--- src/include/dbcrc_pkg.sv ---
// constants for the bus cycle and dynamic ram controller
//
// Summary of operation
// - 8MHz one-third clock from 24MHz divided by three
// - ram cycles need no waits except refresh
// - non-ram cycles get one, two or three waits
// - address latch strobe falls at start of first bus state
// - read and write strobes valid at second state
// - 256K bytes as two 128K banks
// - ram cycle needs A18, A19 low, memory status
// - address bits 1..16 split into row, column
// - row strobe two cycles, column follows by one
// - mux selects column one clock after row strobe activates
// - address bit 17 selects bank row strobe
// - column strobe lanes from bit 0 and enable
// - divide 8MHz by 128, refresh every 16us
// - grant refresh only when strobes idle
// - refresh counter drives address, mux disabled
// - refresh keeps mux high, column strobe gated
// - memory cycle during refresh waits, then proceeds
package dbcrc_pkg;
    // crystal divide
    localparam int unsigned XTAL_HZ        = 24_000_000;
    localparam int unsigned SYS_HZ         = 8_000_000;
    localparam int unsigned XTAL_DIV       = XTAL_HZ / SYS_HZ;
    localparam logic [1:0]  DIV_LAST       = 2'h2;
    // refresh timing
    localparam int unsigned REFRESH_US     = 16;
    localparam int unsigned REFRESH_DIV    = 128;
    localparam logic [6:0]  REFRESH_LAST   = 7'h7F;
    // strobe lengths in system cycles
    localparam logic [1:0]  ROW_CYCLES     = 2'h2;
    // wait jumper encodings
    localparam logic [1:0]  WAIT_ONE       = 2'h1;
    localparam logic [1:0]  WAIT_TWO       = 2'h2;
    localparam logic [1:0]  WAIT_THREE     = 2'h3;
    localparam logic [1:0]  WAIT_DEFAULT   = WAIT_TWO;
    // status codes, active low lines s2 s1 s0
    localparam logic [2:0]  ST_INTA        = 3'h0;
    localparam logic [2:0]  ST_IORD        = 3'h1;
    localparam logic [2:0]  ST_IOWR        = 3'h2;
    localparam logic [2:0]  ST_HALT        = 3'h3;
    localparam logic [2:0]  ST_CODE        = 3'h4;
    localparam logic [2:0]  ST_MRD         = 3'h5;
    localparam logic [2:0]  ST_MWR         = 3'h6;
    localparam logic [2:0]  ST_PASSIVE     = 3'h7;
    // address fields
    localparam int unsigned BANK_BIT       = 17;
    localparam logic [7:0]  REFRESH_RESET  = 8'h00;
    typedef enum logic [2:0] {ST_IDLE, ST_ROW, ST_BOTH, ST_COL, ST_DONE} dbcrc_mem_e;
endpackage : dbcrc_pkg

--- src/hw/dbcrc_div.sv ---
// parameterised wrapping counter that emits a one-cycle tick
`timescale 1ns/1ps
module dbcrc_div
#(
    parameter int unsigned WIDTH = 2
)
(
    // clock and reset
    input  wire logic             clk_in,
    input  wire logic             rst_n_in,
    // count control
    input  wire logic             en_in,
    input  wire logic [WIDTH-1:0] last_in,
    // outputs
    output logic      [WIDTH-1:0] count_out,
    output logic                  tick_out
);
    // --------------------------------------------------
    // counter
    // --------------------------------------------------
    always_ff @(posedge clk_in or negedge rst_n_in)
    begin
        if (!rst_n_in)
            count_out <= '0;
        else if (en_in)
            count_out <= (count_out == last_in) ? '0 : count_out + 1'b1;
    end

    assign tick_out = en_in && (count_out == last_in);
endmodule : dbcrc_div

--- src/hw/dbcrc_ctrl.sv ---
// bus cycle control, wait states, dram strobes and refresh
`timescale 1ns/1ps
module dbcrc_ctrl
    import dbcrc_pkg::*;
(
    // clock and reset, clk_in is the 24MHz reference
    input  wire logic        clk_in,
    input  wire logic        rst_n_in,
    // processor bus
    input  wire logic [19:0] cpu_addr_in,
    input  wire logic        upper_byte_enable_n,
    input  wire logic        cpu_status_bit0,
    input  wire logic        cpu_status_bit1,
    input  wire logic        cpu_status_bit2,
    // wait jumper
    input  wire logic [1:0]  wait_select_in,
    // system clock and bus outputs
    output logic             sys_clk_out,
    output logic             delayed_system_clock,
    output logic             ale_out,
    output logic             first_bus_state,
    output logic             second_bus_state,
    output logic             mem_rd_n_out,
    output logic             mem_wr_n_out,
    output logic             io_rd_n_out,
    output logic             io_wr_n_out,
    output logic             ready_out,
    // dram
    output logic [7:0]       dram_addr_out,
    output logic             row_strobe_lower_bank,
    output logic             row_strobe_upper_bank,
    output logic             col_strobe_high_n_out,
    output logic             col_strobe_low_n_out,
    output logic             mux_col_out,
    output logic             refresh_out
);
    // --------------------------------------------------
    // pin synchronisers
    // --------------------------------------------------
    logic [2:0]  st_s1_reg, st_s2_reg, st_s3_reg, st_reg;
    logic [19:0] a_s1_reg, a_s2_reg, a_s3_reg, a_reg;
    logic        bhe_s1_reg, bhe_s2_reg, bhe_s3_reg, bhe_reg;
    logic [1:0]  j_s1_reg, j_s2_reg, j_s3_reg, j_reg;

    always_ff @(posedge clk_in or negedge rst_n_in)
    begin
        if (!rst_n_in)
        begin
            st_s1_reg  <= ST_PASSIVE;
            st_s2_reg  <= ST_PASSIVE;
            st_s3_reg  <= ST_PASSIVE;
            st_reg     <= ST_PASSIVE;
            a_s1_reg   <= '0;
            a_s2_reg   <= '0;
            a_s3_reg   <= '0;
            a_reg      <= '0;
            bhe_s1_reg <= 1'b1;
            bhe_s2_reg <= 1'b1;
            bhe_s3_reg <= 1'b1;
            bhe_reg    <= 1'b1;
            j_s1_reg   <= WAIT_DEFAULT;
            j_s2_reg   <= WAIT_DEFAULT;
            j_s3_reg   <= WAIT_DEFAULT;
            j_reg      <= WAIT_DEFAULT;
        end
        else
        begin
            st_s1_reg  <= {cpu_status_bit2, cpu_status_bit1, cpu_status_bit0};
            st_s2_reg  <= st_s1_reg;
            st_s3_reg  <= st_s2_reg;
            a_s1_reg   <= cpu_addr_in;
            a_s2_reg   <= a_s1_reg;
            a_s3_reg   <= a_s2_reg;
            bhe_s1_reg <= upper_byte_enable_n;
            bhe_s2_reg <= bhe_s1_reg;
            bhe_s3_reg <= bhe_s2_reg;
            j_s1_reg   <= wait_select_in;
            j_s2_reg   <= j_s1_reg;
            j_s3_reg   <= j_s2_reg;
            if (st_s2_reg == st_s3_reg)
                st_reg <= st_s3_reg;
            if (a_s2_reg == a_s3_reg)
                a_reg <= a_s3_reg;
            if (bhe_s2_reg == bhe_s3_reg)
                bhe_reg <= bhe_s3_reg;
            if (j_s2_reg == j_s3_reg)
                j_reg <= j_s3_reg;
        end
    end

    // --------------------------------------------------
    // 8MHz system clock, divide by three
    // --------------------------------------------------
    logic [1:0] ph_cnt;
    logic       sys_tick;

    dbcrc_div #(.WIDTH(2)) u_xdiv
    (
        .clk_in   (clk_in),
        .rst_n_in (rst_n_in),
        .en_in    (1'b1),
        .last_in  (DIV_LAST),
        .count_out(ph_cnt),
        .tick_out (sys_tick)
    );

    always_ff @(posedge clk_in or negedge rst_n_in)
    begin
        if (!rst_n_in)
        begin
            sys_clk_out          <= 1'b0;
            delayed_system_clock <= 1'b0;
        end
        else
        begin
            sys_clk_out          <= (ph_cnt == DIV_LAST);
            delayed_system_clock <= sys_clk_out;
        end
    end

    // --------------------------------------------------
    // bus state tracking and address latch strobe
    // --------------------------------------------------
    logic        cyc_start;
    logic        bus_active_reg;
    logic [19:0] lat_addr_reg;
    logic        lat_bhe_reg;
    logic [2:0]  lat_st_reg;
    logic        is_ram;
    logic        is_mem;
    logic [1:0]  wait_cnt_reg;
    logic        ram_wait;

    assign cyc_start = sys_tick && !bus_active_reg && (st_reg != ST_PASSIVE);
    assign is_mem    = (lat_st_reg == ST_CODE) || (lat_st_reg == ST_MRD) || (lat_st_reg == ST_MWR);
    assign is_ram    = is_mem && (lat_addr_reg[19:18] == 2'h0);

    always_ff @(posedge clk_in or negedge rst_n_in)
    begin
        if (!rst_n_in)
        begin
            bus_active_reg   <= 1'b0;
            ale_out          <= 1'b1;
            first_bus_state  <= 1'b0;
            second_bus_state <= 1'b0;
            lat_addr_reg     <= '0;
            lat_bhe_reg      <= 1'b1;
            lat_st_reg       <= ST_PASSIVE;
        end
        else if (sys_tick)
        begin
            first_bus_state  <= cyc_start;
            second_bus_state <= first_bus_state;
            ale_out          <= !cyc_start;
            if (cyc_start)
            begin
                bus_active_reg <= 1'b1;
                lat_addr_reg   <= a_reg;
                lat_bhe_reg    <= bhe_reg;
                lat_st_reg     <= st_reg;
            end
            else if (bus_active_reg && st_reg == ST_PASSIVE && !first_bus_state && ready_out)
                bus_active_reg <= 1'b0;
        end
    end

    // command strobes from latched status, from second bus state
    logic cmd_en_reg;
    logic cmd_en_next;

    assign cmd_en_next = sys_tick ? (first_bus_state || (cmd_en_reg && bus_active_reg && st_reg != ST_PASSIVE))
                                  : cmd_en_reg;

    always_ff @(posedge clk_in or negedge rst_n_in)
    begin
        if (!rst_n_in)
            cmd_en_reg <= 1'b0;
        else
            cmd_en_reg <= cmd_en_next;
    end

    always_ff @(posedge clk_in or negedge rst_n_in)
    begin
        if (!rst_n_in)
        begin
            mem_rd_n_out <= 1'b1;
            mem_wr_n_out <= 1'b1;
            io_rd_n_out  <= 1'b1;
            io_wr_n_out  <= 1'b1;
        end
        else
        begin
            mem_rd_n_out <= !(cmd_en_next && (lat_st_reg == ST_MRD || lat_st_reg == ST_CODE));
            mem_wr_n_out <= !(cmd_en_next && lat_st_reg == ST_MWR);
            io_rd_n_out  <= !(cmd_en_next && lat_st_reg == ST_IORD);
            io_wr_n_out  <= !(cmd_en_next && lat_st_reg == ST_IOWR);
        end
    end

    // --------------------------------------------------
    // wait states for non-ram cycles
    // --------------------------------------------------
    always_ff @(posedge clk_in or negedge rst_n_in)
    begin
        if (!rst_n_in)
            wait_cnt_reg <= 2'h0;
        else if (sys_tick)
        begin
            if (first_bus_state && !is_ram)
                wait_cnt_reg <= (j_reg == 2'h0) ? WAIT_DEFAULT : j_reg;
            else if (wait_cnt_reg != 2'h0)
                wait_cnt_reg <= wait_cnt_reg - 2'h1;
        end
    end

    assign ready_out = (wait_cnt_reg == 2'h0) && !ram_wait;

    // --------------------------------------------------
    // refresh request and address counter
    // --------------------------------------------------
    logic       ref_tick;
    logic       ref_pend_reg;
    logic       ref_grant_reg;
    logic [7:0] ref_addr_reg;
    dbcrc_mem_e mem_state_reg;
    logic [1:0] phase_cnt_reg;
    logic       ram_pend_reg;
    logic       strobes_idle;

    dbcrc_div #(.WIDTH(7)) u_rdiv
    (
        .clk_in   (clk_in),
        .rst_n_in (rst_n_in),
        .en_in    (sys_tick),
        .last_in  (REFRESH_LAST),
        .count_out(),
        .tick_out (ref_tick)
    );

    assign strobes_idle = (mem_state_reg == ST_IDLE);

    always_ff @(posedge clk_in or negedge rst_n_in)
    begin
        if (!rst_n_in)
        begin
            ref_pend_reg <= 1'b0;
            ref_addr_reg <= REFRESH_RESET;
        end
        else
        begin
            if (ref_tick)
                ref_addr_reg <= ref_addr_reg + 8'h01;
            if (ref_tick)
                ref_pend_reg <= 1'b1;
            else if (sys_tick && strobes_idle)
                ref_pend_reg <= 1'b0;
        end
    end

    // --------------------------------------------------
    // row and column strobe sequencer
    // --------------------------------------------------
    always_ff @(posedge clk_in or negedge rst_n_in)
    begin
        if (!rst_n_in)
        begin
            mem_state_reg <= ST_IDLE;
            ref_grant_reg <= 1'b0;
            ram_pend_reg  <= 1'b0;
        end
        else if (sys_tick)
        begin
            if (cyc_start && st_reg != ST_PASSIVE && (st_reg == ST_CODE || st_reg == ST_MRD || st_reg == ST_MWR)
                && a_reg[19:18] == 2'h0)
                ram_pend_reg <= 1'b1;
            unique case (mem_state_reg)
                ST_IDLE:
                begin
                    ref_grant_reg <= 1'b0;
                    if (ref_pend_reg)
                    begin
                        ref_grant_reg <= 1'b1;
                        mem_state_reg <= ST_ROW;
                    end
                    else if (ram_pend_reg)
                    begin
                        ram_pend_reg  <= 1'b0;
                        mem_state_reg <= ST_ROW;
                    end
                end
                ST_ROW:  mem_state_reg <= ST_BOTH;
                ST_BOTH: mem_state_reg <= ST_COL;
                ST_COL:  mem_state_reg <= ST_IDLE;
                ST_DONE: mem_state_reg <= ST_IDLE;
            endcase
        end
    end

    assign ram_wait = ram_pend_reg && cmd_en_reg;

    // --------------------------------------------------
    // dram pin drive
    // --------------------------------------------------
    logic row_on;
    logic col_on;
    logic col_sel;

    assign row_on  = (mem_state_reg == ST_ROW) || (mem_state_reg == ST_BOTH);
    assign col_on  = (mem_state_reg == ST_BOTH) || (mem_state_reg == ST_COL);
    assign col_sel = col_on || (row_on && !(row_strobe_lower_bank && row_strobe_upper_bank));

    always_ff @(posedge clk_in or negedge rst_n_in)
    begin
        if (!rst_n_in)
        begin
            row_strobe_lower_bank <= 1'b1;
            row_strobe_upper_bank <= 1'b1;
            col_strobe_high_n_out <= 1'b1;
            col_strobe_low_n_out  <= 1'b1;
            mux_col_out           <= 1'b0;
            refresh_out           <= 1'b0;
            dram_addr_out         <= '0;
        end
        else
        begin
            refresh_out <= ref_grant_reg;
            if (ref_grant_reg)
            begin
                row_strobe_lower_bank <= !row_on;
                row_strobe_upper_bank <= !row_on;
                col_strobe_high_n_out <= 1'b1;
                col_strobe_low_n_out  <= 1'b1;
                mux_col_out           <= 1'b1;
                dram_addr_out         <= ref_addr_reg;
            end
            else
            begin
                row_strobe_lower_bank <= !(row_on && !lat_addr_reg[BANK_BIT]);
                row_strobe_upper_bank <= !(row_on && lat_addr_reg[BANK_BIT]);
                col_strobe_high_n_out <= !(col_on && !lat_bhe_reg);
                col_strobe_low_n_out  <= !(col_on && !lat_addr_reg[0]);
                mux_col_out           <= col_sel;
                dram_addr_out         <= col_sel ? lat_addr_reg[16:9] : lat_addr_reg[8:1];
            end
        end
    end
endmodule : dbcrc_ctrl

--- config.mk ---
export PLATFORM = sky130hd
export DESIGN_NAME = dbcrc_ctrl
export DESIGN_NICKNAME = d
export VERILOG_FILES = /design/src/include/dbcrc_pkg.sv /design/src/hw/dbcrc_div.sv /design/src/hw/dbcrc_ctrl.sv
export SDC_FILE = /design/constraint.sdc
export NUM_CORES = 1
export LEC_CHECK = 0
export ABC_AREA = 1
export BUFFER_PORTS_ARGS = -buffer_cell sky130_fd_sc_hd__buf_2
export CAP_MARGIN = 10
export CORE_MARGIN = 2
export CORE_UTILIZATION = 60
export CTS_CLUSTER_SIZE = 24
export DETAILED_ROUTE_END_ITERATION = 8
export HOLD_SLACK_MARGIN = 0.05
export PLACE_DENSITY = 0.8
export SETUP_SLACK_MARGIN = 0.1
export SYNTH_ARGS = -nofsm -noshare
export SYNTH_HDL_FRONTEND = slang
export SYNTH_SLANG_ARGS = --single-unit
--- constraint.sdc ---
create_clock -name clk_in -period 3.85 [get_ports clk_in]
set_clock_uncertainty 0.05 [all_clocks]
set_input_delay 0.385 -clock clk_in [delete_from_list [all_inputs] [get_ports clk_in]]
set_output_delay 0.385 -clock clk_in [all_outputs]
set_load 0.01 [all_outputs]
==> results of run 1 <==
## final cells by class
type | count | share of cell area (%)
multi-input cells | 343 | 23.2
flip-flops and latches | 177 | 56.7
repair buffers | 82 | 7.17
inverters | 73 | 3.54
well taps | 140 | 2.22
clock inverters | 14 | 1.97
clock buffers | 17 | 5.25
## worst min path at each step
stage / slack (ps) / endpoint
after CTS: 300 / a_s2_reg[5]$_DFF_PN0_
after floorplan: 40 / a_reg[0]$_DFFE_PN0N_
after detailed placement: 280 / a_s2_reg[5]$_DFF_PN0_
after global placement: 280 / a_s2_reg[1]$_DFF_PN0_
final: 290 / a_s2_reg[0]$_DFF_PN0_
after global routing: 300 / j_s2_reg[0]$_DFF_PN0_
## logic make-up (layout without fill, tap and decap cells)
kind of cell / Yosys count / after routing / synth area share [%]
simple gates: 237 / 237 / 14.9
flops: 177 / 177 / 67.0
buf+inv: 88 / 186 / 5.66
compound gates: 73 / 73 / 7.71
xor+xnor: 25 / 25 / 3.28
fa+ha+maj: 7 / 7 / 1.27
mux: 1 / 1 / 0.169
## layout by cell type (no fill, tap or decap), drive strengths merged
cell / n
nor2: 39
nand3: 26
clkbuf: 17
a21oi: 6
o21a: 1
xor2: 11
nand2: 162
o21ai: 37
buf: 55
ha: 6
maj3: 1
dfrtp: 144
xnor2: 14
clkinvlp: 1
dfstp: 33
and2: 1
nand4: 3
nand3b: 1
a31oi: 8
dlygate4sd3: 27
inv: 78
bufinv: 2
o21bai: 20
o31ai: 1
clkinv: 6
mux2: 1
nor3: 5
## layer usage
| metal | vias to the layer above | wire length [um] | track usage (%) |
|---|---|---|---|
| met1 | 2042 | 4790 | 25.8 |
| met4 | 0 | 142 | 6.96 |
| li1 | 2066 | - | - |
| met3 | 15 | 419 | 5.81 |
| met2 | 74 | 5860 | 34.8 |
| met5 | - | 0 | 0 |
## stage by stage
step	area [sq um]	total power, mW
after floorplan	6670	2.57
after global placement	7030	2.78
after detailed placement	7030	2.81
after CTS	7870	4.48
after global routing	7890	4.67
final	7890	4.45
## cells in the mapped netlist (6+ instances only)
cell type	n
o21ai_2	21
o21bai_1	20
nor2_1	35
xor2_1	11
o21ai_0	16
nand3_1	26
dfrtp_1	144
a31oi_1	8
a21oi_1	6
clkbuf_1	6
xnor2_1	14
dfstp_2	33
ha_1	6
nand2_1	159
inv_1	68
## report_power, final
| part | internal (mW) | switching [mW] | total (mW) | leakage (nW) |
|---|---|---|---|---|
| combinational | 0.225 | 0.387 | 0.612 | 1.38 |
| clock | 0.931 | 0.717 | 1.65 | 0.278 |
| sequential | 2.10 | 0.0958 | 2.19 | 2.17 |
## worst max-delay path, stage by stage, from the launching register on
cell,delay [ps]
dfrtp_1,400
xnor2_1,190
nand2_1,80
nor2_1,100
nand2_1,390
inv_1,630
nand3_1,170
nand2_1,100
==> results.cfg, run 1 <==
[critical_path]
ff2ff_path_depth = 7
r2r-start = a_s3_reg[4]$_DFF_PN0_
critPathKind = flip-flop to flip-flop
cp-startpoint = a_s3_reg[4]$_DFF_PN0_
crit_path_end_kind = flip-flop
critPathRequiredTime_ps = 4270
start_kind = flip-flop
reg2reg_slack_ps = 1660
crit_arrival_ps = 2620
reg2reg_to = a_reg[8]$_DFFE_PN0N_
path_max_fanout = 21
cp-endpoint = a_reg[8]$_DFFE_PN0N_

[pwr]
power_density_nw_per_um2 = 565
irDropWorstVdd_v = 0.000394
leakagePower_nw = 3.82

[synth]
ys_types = 33
synth_area_sq_um = 6670
ys_ff_latch = 177
avgSynthCellArea_sq_um = 11.0
yosys_warnings = 0
synth_top_area_cell = dfrtp_1
synth_seq_area_share_pct = 67.0
yosysTopAreaCellShare_pct = 54.0
synthesis.nets = 642
synth_edf_count = 0
netlist_instances = 608
synth_area_leaders = dfrtp_1, dfstp_2, nand2_1
synth-async-reset-ratio_pct = 100
ys.flop_type = dfrtp_1

[die]
num_rows = 38
ioPinCount = 52
start_util_pct = 61.6
die_h_um = 109
die_width_um = 109
dieArea_sq_um = 12000
coreArea_sq_um = 10800

[drt]
wl_per_cell_um = 13.3
drc = 0
avgViaCountPerCell = 4.96
final_antenna_net_count = 0
firstDrtPassIters = 5
drt_iter0_markers = 180
vias = 4197
drt_wl_total_um = 11200

[global_route]
grt_max_degree = 113
grt_pass1_wl_um = 18900
grt-ovfl-total = 0
grt_use_total_pct = 20.6
grt_pass1_vias = 4216
antenna_found_initial = 0

[clock_network]
cts_max_level = 4
cts_resized = 0
insertion_delay_ps = 540
clk_pin_slew_ps = 70
hold_buffers = 27
clock-sinks = 177
post_cts_buffers = 0
clk_path_buf_depth = 2
cts_buffers = 17
cts_tree = yes
root_buffer = clkbuf_8

[cells_and_area]
finalNetCount = 728
multi_input_area_sq_um = 1830
n_antenna_cell = 0
fin_cells = 846
drive_gt1_share_pct = 22.0
synthToLayoutAreaGrowth_pct = 18.1
final_util_pct = 72.7
fillers = 739
seq_area_sq_um = 4470

[placement]
port_buffers = 51
dpl.hpwl_um = 7160
dp_cells = 787
place_ws_ps = 1670
gp_congestion = 0.808

[timing]
rsz0062_at_grt = no
min_period_ps = 2190
hold_violations = 0
tns_ps = 0
fin_crit_sh_pct = 57.0
maxSlewHeadroom_pct = 36.5
holdWs_ps = 292
tightest_slew_ps = 952
slew_viol_final = 0
fin_ws_ps = 1660
setup_viol = 0
max_freq_ghz = 0.456

[outcome]
status = finished clean

[flow_run]
max_cap_violations = 0

[hold_path]
hp-class = flip-flop to flip-flop
hold_depth = 0
min_from = a_s1_reg[0]$_DFF_PN0_
Power figures use the tool's default switching activity.
==> inputs of run 2 (changes only) <==
CORE_UTILIZATION = 59   (was 60)
PLACE_DENSITY = 0.79   (was 0.8)
clock period = 2.2 ns   (was 3.85 ns; I/O delays follow)
==> run 2 against run 1 <==
Net effect:
- non-clock buffer count grew 3
- critical endpoint is now a_reg[13]$_DFFE_PN0N_
- highest routed layer unchanged
- via count grew 0.83%
- global-route usage grew 1.2 points
- core utilization is essentially flat
- die area grew 1.6%
- first-iteration DRC count grew 4.4%
- critical path depth grew 2
- cell count grew 0.47%
==> results.cfg, run 2 (synthesized netlist as in run 1, its figures left out) <==
[outcome]
status = finished clean

[placement]
dp_cells = 791
port_buffers = 51
gp_congestion = 0.805
place_area_sq_um = 7080
dpl.hpwl_um = 7440

[clock_network]
post_cts_buffers = 0
cts_tree = yes
clock-sinks = 177
clk_path_buf_depth = 2
root_buffer = clkbuf_16
insertion_delay_ps = 430
cts_resized = 0
cts_buffers = 17
hold_buffers = 27
clk_pin_slew_ps = 70
cts_max_level = 4

[critical_path]
start_kind = flip-flop
path_max_fanout = 12
r2r-start = a_s3_reg[6]$_DFF_PN0_
critPathRequiredTime_ps = 2460
reg2reg_to = a_reg[13]$_DFFE_PN0N_
cp-endpoint = a_reg[13]$_DFFE_PN0N_
ff2ff_path_depth = 9
cp-startpoint = a_s3_reg[6]$_DFF_PN0_
crit_path_end_kind = flip-flop
critPathKind = flip-flop to flip-flop
reg2reg_slack_ps = 430
crit_arrival_ps = 2030

[cells_and_area]
fin_cells = 850
stdcell_area_sq_um = 7960
synthToLayoutAreaGrowth_pct = 19.3
finalNetCount = 731
fillers = 729
seq_area_sq_um = 4470
n_antenna_cell = 0
layout_commonest_cell = nand2_1
layout_common_cells = nand2_1, dfrtp_1, inv_1
drive_gt1_share_pct = 22.5
final_util_pct = 72.8
multi_input_area_sq_um = 1830

[global_route]
grt_use_total_pct = 21.8
antenna_found_initial = 0
grt_pass1_vias = 4341
grt_pass1_wl_um = 20000
grt_max_degree = 67
grt-ovfl-total = 0

[die]
die_h_um = 110
ioPinCount = 52
coreArea_sq_um = 10900
die_width_um = 110
start_util_pct = 61.0
dieArea_sq_um = 12200
num_rows = 38

[drt]
drc = 0
final_antenna_net_count = 0
wl_per_cell_um = 13.5
firstDrtPassIters = 5
drt_wl_total_um = 11500
drt_iter0_markers = 188
vias = 4232
avgViaCountPerCell = 4.98

[flow_run]
max_cap_violations = 0

[timing]
maxSlewHeadroom_pct = 61.6
hold_violations = 0
fin_crit_sh_pct = 80.4
max_freq_ghz = 0.565
rsz0062_at_grt = no
setup_viol = 0
min_period_ps = 1770
holdWs_ps = 298
tightest_slew_ps = 576
slew_viol_final = 0
tns_ps = 0

[pwr]
leakagePower_nw = 3.86
power_density_nw_per_um2 = 1000
irDropWorstVdd_v = 0.000711

[hold_path]
hp-class = input pin to async pin
run 2: critical path, cell delays in order, from the launching register on:
cell	delay (ps)
dfrtp_1	410
inv_1	60
nand2_1	40
nand2_1	60
nand2_1	50
nor2_1	170
nand3_1	290
buf_4	290
o21bai_1	150
nand2_1	70
run 2: cell type report:
cell class	count	share of cell area [%]
clock buffer	18	5.52
clock inverter	14	2.17
inverter	73	3.51
multi-input combinational	343	22.9
sequential	177	56.2
tap	140	2.20
timing repair buffer	85	7.50
run 2: through the flow:
step           setup slack [ps]  total power [mW]
3_3_place_gp                570              4.86
4_1_cts                     438              8.02
2_1_floorplan               723              4.50
3_5_place_dp                468              4.92
5_1_grt                     267              8.36
6_report                    430              7.96
run 2: how the worst min path moves through the flow:
stage	startpoint	endpoint	slack [ps]	depth (start not counted)
after floorplan	rst_n_in	a_reg[0]$_DFFE_PN0N_	-130	0
after detailed placement	rst_n_in	j_reg[0]$_DFFE_PN0N_	190	1
after global routing	a_s1_reg[18]$_DFF_PN0_	a_s2_reg[18]$_DFF_PN0_	300	0
after CTS	a_s1_reg[18]$_DFF_PN0_	a_s2_reg[18]$_DFF_PN0_	300	0
final	rst_n_in	j_s3_reg[0]$_DFF_PN0_	300	2
after global placement	rst_n_in	j_reg[0]$_DFFE_PN0N_	180	1
run 2: report_power, final:
group	leakage, nW	internal, mW	switching [mW]
combinational	1.40	0.400	0.675
clock	0.293	1.74	1.30
sequential	2.17	3.67	0.176
total	3.86	5.81	2.15
run 2: layer usage:
metal,up-vias,GRT usage (%),wire (um)
met5,-,0,0
met4,0,8.57,125
met3,9,6.23,396
met2,72,36.8,6010
met1,2067,26.7,4970
li1,2084,-,-
